==> src/verilog/sps_pkg.sv <==
// shared constants for the serial peripheral port
`default_nettype none
package sps_pkg;
    // register byte addresses on the bus
    localparam int unsigned ADR_W = 8;
    localparam logic [7:0] OFS_CONTROL = 8'h00;
    localparam logic [7:0] OFS_STATUS = 8'h04;
    localparam logic [7:0] OFS_DATA = 8'h08;
    localparam logic [7:0] OFS_OPTION = 8'h0C;
    localparam logic [7:0] OFS_DIR = 8'h10;
    localparam logic [7:0] OFS_PORT = 8'h14;
    // control register fields
    localparam int unsigned CTL_IRQ_EN = 7;
    localparam int unsigned CTL_PORT_ON = 6;
    localparam int unsigned CTL_OPEN_DRAIN = 5;
    localparam int unsigned CTL_MASTER = 4;
    localparam int unsigned CTL_IDLE_LVL = 3;
    localparam int unsigned CTL_PHASE = 2;
    localparam int unsigned CTL_RATE_HI = 1;
    localparam int unsigned CTL_RATE_LO = 0;
    // status register fields
    localparam int unsigned ST_DONE = 7;
    localparam int unsigned ST_COLLIDE = 6;
    localparam int unsigned ST_FAULT = 4;
    // option register fields
    localparam int unsigned OPT_BYPASS = 2;
    localparam int unsigned OPT_UPPER_LO = 4;
    // port pins, numbered as port bits
    localparam int unsigned PIN_MISO = 2;
    localparam int unsigned PIN_MOSI = 3;
    localparam int unsigned PIN_SCK = 4;
    localparam int unsigned PIN_SEL = 5;
    // reset values
    localparam logic RST_PHASE = 1'b1;
    // e clock runs at the system clock divided by this
    localparam int unsigned CLK_PER_E = 2;
    // serial clock dividers of the e clock per rate code, and bypass
    localparam int unsigned DIV_CODE0 = 2;
    localparam int unsigned DIV_CODE1 = 4;
    localparam int unsigned DIV_CODE2 = 16;
    localparam int unsigned DIV_CODE3 = 32;
    localparam int unsigned DIV_BYPASS = 1;
    localparam int unsigned HALF_W = 6;
    localparam int unsigned BITS_PER_CHAR = 8;
    typedef enum logic [1:0] {
        SPS_IDLE = 2'b00,
        SPS_MASTER = 2'b01,
        SPS_SLAVE = 2'b10
    } sps_state_t;
endpackage
`default_nettype wire

==> src/verilog/sps_port.sv <==
// serial peripheral port with wishbone register access
//
// The address map and the Wishbone register port are this design's own decisions.
`default_nettype none
// How it works
// [RL1] irq_out asks for service on done or fault when enabled and cpu unmasked
// [RL2] port_on_bit gives port pins 5..2 to the serial port
// [RL3] master with direction bit 5 set turns pin 5 into a plain output
// [RL4] open_drain_select makes the four pins drive low only
// [RL5] master_select one drives the serial clock, zero makes a slave
// [RL6] master idles the serial clock at clock_idle_level
// [RL7] clock_edge_phase with idle level picks the clock-to-data relation
// [RL8] rate codes divide the e clock by 2, 4, 16, 32
// [RL9] slave ignores rate codes and follows the external clock
// [RL10] rate_divider_bypass runs the master clock at the e clock
// [RL11] an external master may clock a slave up to the e clock
// [RL12] done flag sets per transfer, cleared by status read then data access
// [RL13] collision flag sets on data write while busy, cleared likewise
// [RL14] select low in master mode sets fault, stops; cleared by status read then control write
// [RL15] status bits 5 and 3..0 read zero and ignore writes
// [RL16] received byte is double buffered, transmit singly buffered
// [RL17] reset clears control except phase set and rate codes kept
// [RL18] eight bits, msb first, exchanged both ways at once
// [RL19] phase clear samples first edge; phase set shifts first, samples second
module sps_port (
    input wire logic clk_in,
    input wire logic sys_rst_in,
    input wire logic wb_cyc_in,
    input wire logic wb_stb_in,
    input wire logic wb_we_in,
    input wire logic [sps_pkg::ADR_W-1:0] wb_adr_in,
    input wire logic [3:0] wb_sel_in,
    input wire logic [31:0] wb_dat_in,
    output logic [31:0] wb_dat_out,
    output logic wb_ack_out,
    input wire logic [5:2] pd_pin_in,
    output logic [5:2] pd_pin_out,
    output logic [5:2] pd_pin_oe_out,
    input wire logic cpu_irq_mask_in,
    output logic irq_out
);
    // control, option and port state
    logic irq_en_r;
    logic port_on_r;
    logic open_drain_r;
    logic master_r;
    logic idle_lvl_r;
    logic phase_r;
    logic [1:0] rate_sel_r;
    logic bypass_r;
    logic [3:0] opt_upper_r;
    logic [5:2] dir_r;
    logic [5:2] gp_r;
    // flags and their clear arming
    logic done_r;
    logic coll_r;
    logic fault_r;
    logic done_arm_r;
    logic coll_arm_r;
    logic fault_arm_r;
    // shift engine
    sps_pkg::sps_state_t state_r;
    logic [7:0] sh_r;
    logic [7:0] rx_buf_r;
    logic in_bit_r;
    logic out_bit_r;
    logic [2:0] bit_cnt_r;
    logic sck_r;
    logic sck_prev_r;
    // bus
    logic ack_r;
    logic [31:0] dat_r;
    logic [31:0] dat_nxt;

    logic acc;
    logic wr_any;
    logic rd_any;
    logic wr_ctl;
    logic wr_data;
    logic rd_stat;
    logic acc_data;
    logic ss_low;
    logic ss_is_gp;
    logic fault_evt;
    logic busy;
    logic abort;
    logic tick_m;
    logic lead;
    logic trail;
    logic last_bit;
    logic done_pulse;
    logic ser_in;
    logic ser_out;
    logic [sps_pkg::HALF_W-1:0] half;
    logic [5:2] drv;
    logic [5:2] val;

    function automatic logic adr_is(input logic [sps_pkg::ADR_W-1:0] a,
                                    input logic [7:0] ofs);
        adr_is = (a == ofs);
    endfunction

    function automatic logic [sps_pkg::HALF_W-1:0] half_of(input int unsigned div);
        half_of = sps_pkg::HALF_W'(div * sps_pkg::CLK_PER_E / 2);
    endfunction

    // bus decode; one wait state, ack follows the accepted cycle
    assign acc = wb_cyc_in && wb_stb_in && !ack_r;
    assign wr_any = acc && wb_we_in && wb_sel_in[0];
    assign rd_any = acc && !wb_we_in;
    assign wr_ctl = wr_any && adr_is(wb_adr_in, sps_pkg::OFS_CONTROL);
    assign wr_data = wr_any && adr_is(wb_adr_in, sps_pkg::OFS_DATA);
    assign rd_stat = rd_any && adr_is(wb_adr_in, sps_pkg::OFS_STATUS);
    assign acc_data = (wr_data || rd_any) && adr_is(wb_adr_in, sps_pkg::OFS_DATA);

    // select pin role
    assign ss_is_gp = master_r && dir_r[sps_pkg::PIN_SEL]; // see [RL3]
    assign ss_low = !pd_pin_in[sps_pkg::PIN_SEL];
    assign fault_evt = port_on_r && master_r && !ss_is_gp && ss_low; // see [RL14]

    // rate choice; slave never runs the divider
    always_comb begin
        half = half_of(sps_pkg::DIV_CODE0);
        if (bypass_r) begin
            half = half_of(sps_pkg::DIV_BYPASS); // see [RL10]
        end else begin
            unique case (rate_sel_r) // see [RL8]
                2'b00: half = half_of(sps_pkg::DIV_CODE0);
                2'b01: half = half_of(sps_pkg::DIV_CODE1);
                2'b10: half = half_of(sps_pkg::DIV_CODE2);
                2'b11: half = half_of(sps_pkg::DIV_CODE3);
            endcase
        end
    end

    sps_rate_gen #(
        .CNT_W(sps_pkg::HALF_W)
    ) u_rate (
        .clk_in(clk_in),
        .sys_rst_in(sys_rst_in),
        .run_in(state_r == sps_pkg::SPS_MASTER),
        .half_in(half),
        .tick_out(tick_m)
    );

    // edges: master from its own ticks, slave from the pin
    always_comb begin
        lead = 1'b0;
        trail = 1'b0;
        if (state_r == sps_pkg::SPS_MASTER) begin
            lead = tick_m && (sck_r == idle_lvl_r);
            trail = tick_m && (sck_r != idle_lvl_r);
        end else if (state_r == sps_pkg::SPS_SLAVE) begin // see [RL9]
            lead = (pd_pin_in[sps_pkg::PIN_SCK] != sck_prev_r) && (sck_prev_r == idle_lvl_r);
            trail = (pd_pin_in[sps_pkg::PIN_SCK] != sck_prev_r) && (sck_prev_r != idle_lvl_r);
        end
    end

    assign ser_in = master_r ? pd_pin_in[sps_pkg::PIN_MISO] : pd_pin_in[sps_pkg::PIN_MOSI];
    assign ser_out = phase_r ? out_bit_r : sh_r[7]; // see [RL19]
    assign last_bit = (bit_cnt_r == 3'(sps_pkg::BITS_PER_CHAR - 1));
    // slave with phase clear is busy from select, since the first bit is already out
    assign busy = (state_r == sps_pkg::SPS_MASTER) || ((state_r == sps_pkg::SPS_SLAVE)
                  && (!phase_r || (sck_prev_r != idle_lvl_r) || (bit_cnt_r != 3'h0)));
    assign abort = fault_evt || !port_on_r
                   || ((state_r == sps_pkg::SPS_SLAVE) && (!ss_low || master_r))
                   || ((state_r == sps_pkg::SPS_MASTER) && !master_r);
    assign done_pulse = (state_r != sps_pkg::SPS_IDLE) && trail && last_bit && !abort;

    always_ff @(posedge clk_in) begin
        sck_prev_r <= pd_pin_in[sps_pkg::PIN_SCK];
    end

    // shift engine
    always_ff @(posedge clk_in) begin
        if (sys_rst_in) begin
            state_r <= sps_pkg::SPS_IDLE;
            sh_r <= 8'h00;
            in_bit_r <= 1'b0;
            out_bit_r <= 1'b0;
            bit_cnt_r <= 3'h0;
            sck_r <= 1'b0;
        end else begin
            unique case (state_r)
                sps_pkg::SPS_IDLE: begin
                    sck_r <= idle_lvl_r; // see [RL6]
                    bit_cnt_r <= 3'h0;
                    if (wr_data) begin
                        sh_r <= wb_dat_in[7:0]; // see [RL16]
                        out_bit_r <= wb_dat_in[7];
                    end
                    if (port_on_r && master_r && wr_data && !fault_evt) begin
                        state_r <= sps_pkg::SPS_MASTER; // see [RL5]
                    end else if (port_on_r && !master_r && ss_low) begin
                        state_r <= sps_pkg::SPS_SLAVE;
                    end
                end
                sps_pkg::SPS_MASTER, sps_pkg::SPS_SLAVE: begin
                    if (abort) begin
                        state_r <= sps_pkg::SPS_IDLE;
                        bit_cnt_r <= 3'h0;
                        sck_r <= idle_lvl_r;
                    end else begin
                        if (tick_m) begin
                            sck_r <= ~sck_r;
                        end
                        if (lead) begin // see [RL7]
                            if (phase_r) begin
                                out_bit_r <= sh_r[7];
                            end else begin
                                in_bit_r <= ser_in;
                            end
                        end
                        if (trail) begin // see [RL18]
                            sh_r <= {sh_r[6:0], phase_r ? ser_in : in_bit_r};
                            bit_cnt_r <= bit_cnt_r + 3'h1;
                            if (last_bit && state_r == sps_pkg::SPS_MASTER) begin
                                state_r <= sps_pkg::SPS_IDLE;
                            end
                        end else if (wr_data && !busy) begin
                            sh_r <= wb_dat_in[7:0];
                        end
                    end
                end
                default: state_r <= sps_pkg::SPS_IDLE;
            endcase
        end
    end

    // receive holding buffer, loaded only at the end of a byte
    always_ff @(posedge clk_in) begin
        if (sys_rst_in) begin
            rx_buf_r <= 8'h00;
        end else if (done_pulse) begin
            rx_buf_r <= {sh_r[6:0], phase_r ? ser_in : in_bit_r}; // see [RL16]
        end
    end

    // control register; fault drops master and port_on over a same-cycle write
    always_ff @(posedge clk_in) begin
        if (sys_rst_in) begin // see [RL17]
            irq_en_r <= 1'b0;
            port_on_r <= 1'b0;
            open_drain_r <= 1'b0;
            master_r <= 1'b0;
            idle_lvl_r <= 1'b0;
            phase_r <= sps_pkg::RST_PHASE;
        end else begin
            if (wr_ctl) begin
                irq_en_r <= wb_dat_in[sps_pkg::CTL_IRQ_EN];
                port_on_r <= wb_dat_in[sps_pkg::CTL_PORT_ON];
                open_drain_r <= wb_dat_in[sps_pkg::CTL_OPEN_DRAIN];
                master_r <= wb_dat_in[sps_pkg::CTL_MASTER];
                idle_lvl_r <= wb_dat_in[sps_pkg::CTL_IDLE_LVL];
                phase_r <= wb_dat_in[sps_pkg::CTL_PHASE];
            end
            if (fault_evt) begin // see [RL14]
                master_r <= 1'b0;
                port_on_r <= 1'b0;
            end
        end
    end

    // rate codes survive reset on purpose
    always_ff @(posedge clk_in) begin
        if (wr_ctl) begin // see [RL17]
            rate_sel_r <= wb_dat_in[sps_pkg::CTL_RATE_HI:sps_pkg::CTL_RATE_LO];
        end
    end

    // option, direction and port data registers
    always_ff @(posedge clk_in) begin
        if (sys_rst_in) begin
            bypass_r <= 1'b0;
            opt_upper_r <= 4'h0;
            dir_r <= 4'h0;
            gp_r <= 4'h0;
        end else begin
            if (wr_any && adr_is(wb_adr_in, sps_pkg::OFS_OPTION)) begin
                bypass_r <= wb_dat_in[sps_pkg::OPT_BYPASS];
                opt_upper_r <= wb_dat_in[sps_pkg::OPT_UPPER_LO +: 4];
            end
            if (wr_any && adr_is(wb_adr_in, sps_pkg::OFS_DIR)) begin
                dir_r <= wb_dat_in[5:2];
            end
            if (wr_any && adr_is(wb_adr_in, sps_pkg::OFS_PORT)) begin
                gp_r <= wb_dat_in[5:2];
            end
        end
    end

    // flags: a set in the clearing cycle wins
    always_ff @(posedge clk_in) begin
        if (sys_rst_in) begin
            done_r <= 1'b0;
            coll_r <= 1'b0;
            fault_r <= 1'b0;
            done_arm_r <= 1'b0;
            coll_arm_r <= 1'b0;
            fault_arm_r <= 1'b0;
        end else begin
            if (done_pulse) begin // see [RL12]
                done_r <= 1'b1;
            end else if (done_arm_r && acc_data) begin
                done_r <= 1'b0;
            end
            if (wr_data && busy) begin // see [RL13]
                coll_r <= 1'b1;
            end else if (coll_arm_r && acc_data) begin
                coll_r <= 1'b0;
            end
            if (fault_evt) begin // see [RL14]
                fault_r <= 1'b1;
            end else if (fault_arm_r && wr_ctl) begin
                fault_r <= 1'b0;
            end
            if (rd_stat) begin
                done_arm_r <= done_r;
                coll_arm_r <= coll_r;
            end else if (acc_data) begin
                done_arm_r <= 1'b0;
                coll_arm_r <= 1'b0;
            end
            if (rd_stat) begin
                fault_arm_r <= fault_r;
            end else if (wr_ctl) begin
                fault_arm_r <= 1'b0;
            end
        end
    end

    // read mux; unmapped addresses read zero
    always_comb begin
        dat_nxt = 32'h0000_0000;
        if (adr_is(wb_adr_in, sps_pkg::OFS_CONTROL)) begin
            dat_nxt[7:0] = {irq_en_r, port_on_r, open_drain_r, master_r,
                            idle_lvl_r, phase_r, rate_sel_r};
        end else if (adr_is(wb_adr_in, sps_pkg::OFS_STATUS)) begin
            dat_nxt[sps_pkg::ST_DONE] = done_r; // see [RL15]
            dat_nxt[sps_pkg::ST_COLLIDE] = coll_r;
            dat_nxt[sps_pkg::ST_FAULT] = fault_r;
        end else if (adr_is(wb_adr_in, sps_pkg::OFS_DATA)) begin
            dat_nxt[7:0] = rx_buf_r;
        end else if (adr_is(wb_adr_in, sps_pkg::OFS_OPTION)) begin
            dat_nxt[sps_pkg::OPT_UPPER_LO +: 4] = opt_upper_r;
            dat_nxt[sps_pkg::OPT_BYPASS] = bypass_r;
        end else if (adr_is(wb_adr_in, sps_pkg::OFS_DIR)) begin
            dat_nxt[5:2] = dir_r;
        end else if (adr_is(wb_adr_in, sps_pkg::OFS_PORT)) begin
            dat_nxt[5:2] = pd_pin_in;
        end
    end

    always_ff @(posedge clk_in) begin
        if (sys_rst_in) begin
            ack_r <= 1'b0;
            dat_r <= 32'h0000_0000;
        end else begin
            ack_r <= acc;
            dat_r <= rd_any ? dat_nxt : 32'h0000_0000;
        end
    end

    assign wb_ack_out = ack_r;
    assign wb_dat_out = dat_r;
    assign irq_out = irq_en_r && (done_r || fault_r) && !cpu_irq_mask_in; // see [RL1]

    // pin ownership
    always_comb begin
        drv = dir_r;
        val = gp_r;
        if (port_on_r) begin // see [RL2]
            drv[sps_pkg::PIN_MISO] = !master_r && (state_r == sps_pkg::SPS_SLAVE);
            val[sps_pkg::PIN_MISO] = ser_out;
            drv[sps_pkg::PIN_MOSI] = master_r;
            val[sps_pkg::PIN_MOSI] = ser_out;
            drv[sps_pkg::PIN_SCK] = master_r; // see [RL5]
            val[sps_pkg::PIN_SCK] = sck_r;
            drv[sps_pkg::PIN_SEL] = ss_is_gp; // see [RL3]
        end
    end

    // open drain drives low only and releases for a one
    assign pd_pin_oe_out = open_drain_r ? (drv & ~val) : drv; // see [RL4]
    assign pd_pin_out = open_drain_r ? 4'h0 : val;
endmodule
`default_nettype wire

==> src/verilog/sps_rate_gen.sv <==
// half-period tick generator for the master serial clock
`default_nettype none
module sps_rate_gen #(
    parameter int unsigned CNT_W = 6
) (
    input wire logic clk_in,
    input wire logic sys_rst_in,
    input wire logic run_in,
    input wire logic [CNT_W-1:0] half_in,
    output logic tick_out
);
    logic [CNT_W-1:0] cnt_r;
    logic [CNT_W-1:0] cnt_nxt;

    // reload keeps the first half period full length after a start
    assign cnt_nxt = half_in - {{(CNT_W-1){1'b0}}, 1'b1};
    assign tick_out = run_in && (cnt_r == '0);

    always_ff @(posedge clk_in) begin
        if (sys_rst_in || !run_in) begin
            cnt_r <= cnt_nxt;
        end else if (tick_out) begin
            cnt_r <= cnt_nxt;
        end else begin
            cnt_r <= cnt_r - {{(CNT_W-1){1'b0}}, 1'b1};
        end
    end
endmodule
`default_nettype wire
==> config.mk <==
export PLATFORM = sky130hd
export DESIGN_NAME = sps_port
export DESIGN_NICKNAME = d
export VERILOG_FILES = /design/src/verilog/sps_pkg.sv /design/src/verilog/sps_port.sv /design/src/verilog/sps_rate_gen.sv
export SDC_FILE = /design/constraint.sdc
export NUM_CORES = 1
export LEC_CHECK = 0
export BUFFER_PORTS_ARGS = -buffer_cell sky130_fd_sc_hd__buf_2
export CAP_MARGIN = 10
export CORE_MARGIN = 5
export CORE_UTILIZATION = 45
export CTS_CLUSTER_SIZE = 14
export DETAILED_ROUTE_END_ITERATION = 6
export PLACE_DENSITY = 0.69
export SLEW_MARGIN = 20
export SYNTH_ARGS = -nofsm -noshare
export SYNTH_HDL_FRONTEND = slang
export SYNTH_HIERARCHICAL = 1
export SYNTH_SLANG_ARGS = --single-unit
==> constraint.sdc <==
create_clock -name clk_in -period 2.3 [get_ports clk_in]
set_input_delay 0.23 -clock clk_in [delete_from_list [all_inputs] [get_ports clk_in]]
set_output_delay 0.23 -clock clk_in [all_outputs]
set_load 0.05 [all_outputs]
; Word level (Yosys, flattened, before mapping)
; Index checks and enable logic that the tools add are counted.
[word_totals]
out_inout_bits = 42
ff_bits = 91
inputBits = 54
wordCells = 207
[classes]
n_reduce_logical = 83
muxes = 61
n_addsub = 3
bitwise = 6
eq_ne = 25
[op_table]
columns = cell, count
row1 = $logic_and 1x1->1, 40
row2 = $mux 8, 5
row3 = $mux 1, 28
row4 = $mux 4, 6
row5 = $mux 6, 4
row6 = $pmux 6 s4, 1
row7 = $mux 2, 9
row8 = $eq 8x4->1 const B, 2
row9 = $eq 8x5->1 const B, 2
row10 = $pmux 8 s2, 1
row11 = $ne 3x3->1 const B, 5
row12 = $reduce_bool 2->1, 7
row13 = $logic_not 1->1, 12
row14 = $sub 6x1->6 const B, 2
row15 = $logic_or 1x1->1, 10
row16 = $mux 3, 3
row17 = $eq 8x3->1 const B, 1
row18 = $logic_not 8->1, 1
row19 = $ne 2x2->1 const B, 4
row20 = $reduce_and 4->1, 2
row21 = $eq 2x2->1 const B, 3
row22 = $logic_not 6->1, 1
row23 = $pmux 3 s2, 1
row24 = $reduce_or 2->1, 3
row25 = other kinds (15), 25

; Depth between registers and ports, before layout
[depth]
word_depth = 11
mapped_depth = 10
depth_no_buf = 9

; Cells and area by module
; Netlist, hierarchy kept.
[modules_own_cells]
columns = mod, instances, seq_area_each_um2, area_each_um2, cells_per_inst
row1 = sps_port, 1, 1241.2, 3358.2, 384
row2 = sps_rate_gen, 1, 120.1, 426.7, 42

; Worst setup path after synthesis
; No wires, ideal clock.
[synth_path]
path_kind = reg2reg
from = register ack_r (netlist: wb_ack_out)
to = register phase_r
n_path_buf = 0
setup_time_ps = 120
arrival_ps = 1924
period_less_slack_ps = 2043
required_ps = 2180
stages_incl_launch_ff = 6
slack_ps = 257
cell_sequence = dfxtp_1 -> nand3b_4 -> or2_2 -> nor3_2 -> nor2b_1 -> a211o_1
[synth_between]
elab_chain_len = 5
[synth_lines]
columns = item, line
row1 = from (decl), sps_port.sv:71  ; logic ack_r;
row2 = from (signal assigned), sps_port.sv:356  ; ack_r <= 1'b0;
row3 = from (signal assigned), sps_port.sv:359  ; ack_r <= acc;
row4 = $logic_not 1->1, sps_port.sv:108  ; assign acc = wb_cyc_in && wb_stb_in && !ack_r;
row5 = $logic_and 1x1->1, sps_port.sv:108
row6 = $logic_and 1x1->1 (2 in series), sps_port.sv:109  ; assign wr_any = acc && wb_we_in && wb_sel_in[0];
row7 = $logic_and 1x1->1, sps_port.sv:111  ; assign wr_ctl = wr_any && adr_is(wb_adr_in, sps_pkg::OFS_CONTROL);
row8 = net wr_ctl, sps_port.sv:78  ; logic wr_ctl;
row9 = to (signal assigned), sps_port.sv:247  ; phase_r <= sps_pkg::RST_PHASE;
row10 = to (signal assigned), sps_port.sv:255  ; phase_r <= wb_dat_in[sps_pkg::CTL_PHASE];
row11 = to (decl), sps_port.sv:48  ; logic phase_r;
; The timed path passes the listed nets, and every way through them passes these cells.
; A chain may end at the register's enable or synchronous reset.

; Final worst setup path
[layout_path]
from = register phase_r
to = output pd_pin_oe_out[2] (netlist name)
[layout_between]
elab_chain_len = 5
[layout_lines]
columns = item, line
row1 = $mux 1, sps_port.sv:160  ; assign ser_out = phase_r ? out_bit_r : sh_r[7];
row2 = $mux 3, sps_port.sv:372  ; if (port_on_r) begin
row3 = $not 4->4, sps_port.sv:384  ; assign pd_pin_oe_out = open_drain_r ? (drv & ~val) : drv;
row4 = $and 4x4->4, sps_port.sv:384
row5 = $mux 4, sps_port.sv:384
row6 = to (decl), sps_port.sv:38  ; output logic [5:2] pd_pin_oe_out,
; Every way passes these cells.

==> impl_metrics.ini <==
[finish]
final_common_cell = nor2_1
diodes = 0
area_delta_synth_final_pct = 13.98
finalNonFillerCells = 592
final_cell_area_sq_um = 4314
nNetsFinal = 545
final_cell_mix = nor2_1 (66), dfxtp_1 (65), buf_2 (44), mux2i_1 (42), conb_1 (28)
layout-drive-gt1-share_pct = 21.36

[clock_tree]
cts_hold_buf = 0
cts_resized = 0
numCtsBuffers = 9
cts_max_level = 3
cts_tree = built
path_clk_slew_ns = 0.08
root_buffer = clkbuf_8
clk_latency_ns = 0.35
postCtsSetupRepairBufs = 0
clk_path_buf_depth = 2
clock-sinks = 67

[floorplanning]
die_x_microns = 101.7
die_h_microns = 101.7
num_rows = 33
start_util_pct = 46.06
core_area_sq_um = 8217
boundaryPins = 96
die-area_sq_um = 10340

[critical_path]
critPathKind = reg -> out
cp_data_arrival_time_ns = 1.89
rr_endpoint = sh_r[5]
crit_buf_inv = 1
crit_start = phase_r
r2r_cells = 10
reg2reg_slack_ns = 0.20
worstPathRequired_ns = 2.07
slowest_delay_ns = 0.54
cp-end-kind = output port
crit_path_top_delay_cell = dfxtp_1
cp_top_family = flip-flops
worst-path-max-fanout = 7
startpoint_type = flop
path_cells = mux2i_1, nand2_1, o21ai_0, a2bb2oi_1, buf_2
reg2reg_from = state_r[1]
cp.depth = 5

[detailed_routing]
vias = 3265
finalWirelength_mm = 9.447
drc = 0
drt-wirelength-per-cell_microns = 15.96
drt-initial-drc-count = 249
drtPass1Iterations = 7
vias_per_cell = 5.515
drtAntennaViolNets = 0

[hold_path]
whs_endpoint = sck_prev_r
min_path_type = in -> reg
worstHoldPathCells = 1
min_from = pd_pin_in[4]

[timing]
finalHoldViolations = 0
min_period_ns = 2.122
rsz0062_at_grt = false
relSlewSlack_pct = 63.08
worst_slew_pin_slew_ns = 0.5538
whs_ns = 0.05757
fin_skew_ns = 0.006864
setup_viol = 0
clock.fmax_ghz = 0.4712
fin_tns_setup_ns = 0
drv_slew = 0
min_period_over_period_pct = 92.27

[power]
p_per_area_nw_per_um2 = 554.2
peakVddDrop_uv = 361.2
power_uw = 2391
p_leak_uw = 0.001837

[yosys]
ys.flop_type = dfxtp_1
avgSynthCellArea_sq_um = 8.885
ys_ff_latch = 67
yosys-top-cells-area = dfxtp_1 (34%), mux2i_1 (11%), nor2_1 (6.5%)
synthDistinctLibCells = 70
synthCells = 426
synth-edff-count = 2
yosysTopAreaCellShare_pct = 34.38
synth_warnings = 6
async_flop_share_pct = 0
synth_area_leader_cell = dfxtp_1
syn-cell-area_sq_um = 3785
seq_area_frac_synth_pct = 35.97

[placement]
io_buffer_count = 44
dpl.hpwl_mm = 7.105
dp_cells = 576
placed_cell_area_sq_um = 4109
gp_congestion = 0.9344

[global_routing]
grt_max_degree = 52
busiest_layer = met2
grtUsageMet1_pct = 25.58
use_met2_pct = 29.02
grt.total_usage_pct = 18.68
grt_pass1_wl_mm = 15.08
grt_use_met3_pct = 3.444
antenna_found_initial = 0
overflow = 0
grt_pass1_vias = 3083

[flow_run]
drv_cap = 0

[outcome]
outcome = complete, no violations
==> how the worst max path moves through the flow <==
stage / endpoint / slack (ns)
after floorplan: phase_r / 0.26
after detailed placement: rx_buf_r[4] / 0.13
after global routing: sh_r[5] / 0.02
after CTS: rx_buf_r[4] / 0.10
final: pd_pin_oe_out[2] / 0.18
after global placement: rx_buf_r[7] / 0.16
==> state kept, by name (all words and copies together) (netlist names), 3 cells and up <==
register / flops
dir_r: 4
bit_cnt_r: 3
u_rate/cnt_r: 6
sh_r: 8
wb_dat_out: 8
rx_buf_r: 8
gp_r: 4
opt_upper_r: 4
==> stage by stage <==
stage	utilization [%]	worst slack, ns
6_report	52.50	0.1777
5_1_grt	52.50	0.01626
4_1_cts	52.41	0.1050
3_5_place_dp	50.01	0.1283
3_3_place_gp	50.01	0.1613
2_1_floorplan	-	0.2565
==> power by group <==
part | switching (uW) | total [uW] | internal, uW | leakage (uW)
logic | 167 | 216 | 48.4 | 0.00120
clock network | 497 | 1000 | 507 | 0.0000966
registers | 3.90 | 1170 | 1170 | 0.000544
total | 668 | 2390 | 1720 | 0.00184
==> worst reg2reg max path: cells and delay by family (launching register included) <==
kind	cells	cell delay [ns]
adders and majority gates	1	0.23
buffers and inverters	3	0.42
DFF	1	0.36
and+or+nand+nor	2	0.21
AOI/OAI and AO/OA	4	0.79
==> logic make-up after synthesis <==
logic type                 count (synthesis)  share of synthesized area [%]
AOI/OAI and AO/OA                         69                          13.92
xor gates and xnor gates                   8                          1.851
adders and majority gates                  9                          2.975
buffers and inverters                     58                          8.595
DFF                                       67                          35.97
muxes                                     47                          13.19
other                                      1                        0.09908
and+or+nand+nor                          167                          23.41
==> area by class of cell <==
cell class	instances	area, sq um
clock inverter	7	73.82
multi-input combinational	328	2207
fill	767	3902
timing repair buffer	61	360.3
tap	105	131.4
clock buffer	9	123.9
inverter	15	56.30
sequential	67	1361
==> routing by layer <==
layer / part of all wire (%) / wire, microns
met1: 43 / 4099
met2: 46 / 4350
met3: 8.7 / 823
met4: 1.8 / 174
met5: 0 / 0
==> Yosys cell counts (2+ instances only) <==
cell / number
a211o_1: 3
a21oi_1: 15
a221oi_1: 3
a22oi_1: 4
a311oi_1: 6
a31oi_1: 3
a31oi_4: 2
and3_1: 2
buf_1: 2
buf_2: 2
buf_4: 24
buf_6: 2
clkbuf_1: 13
dfxtp_1: 65
edfxtp_1: 2
ha_1: 9
inv_1: 15
mux2_2: 3
mux2i_1: 42
mux4_2: 2
nand2_1: 22
nand2b_1: 9
nand3_1: 12
nand3b_1: 3
nor2_1: 66
nor2b_1: 8
nor3_1: 14
nor3_2: 2
nor3b_1: 6
o21ai_0: 10
o221a_2: 2
o22ai_1: 3
or2_2: 2
or3_1: 3
or3b_1: 2
or3b_2: 2
xnor2_1: 8
No activity file was read; power rests on OpenSTA's default activity.
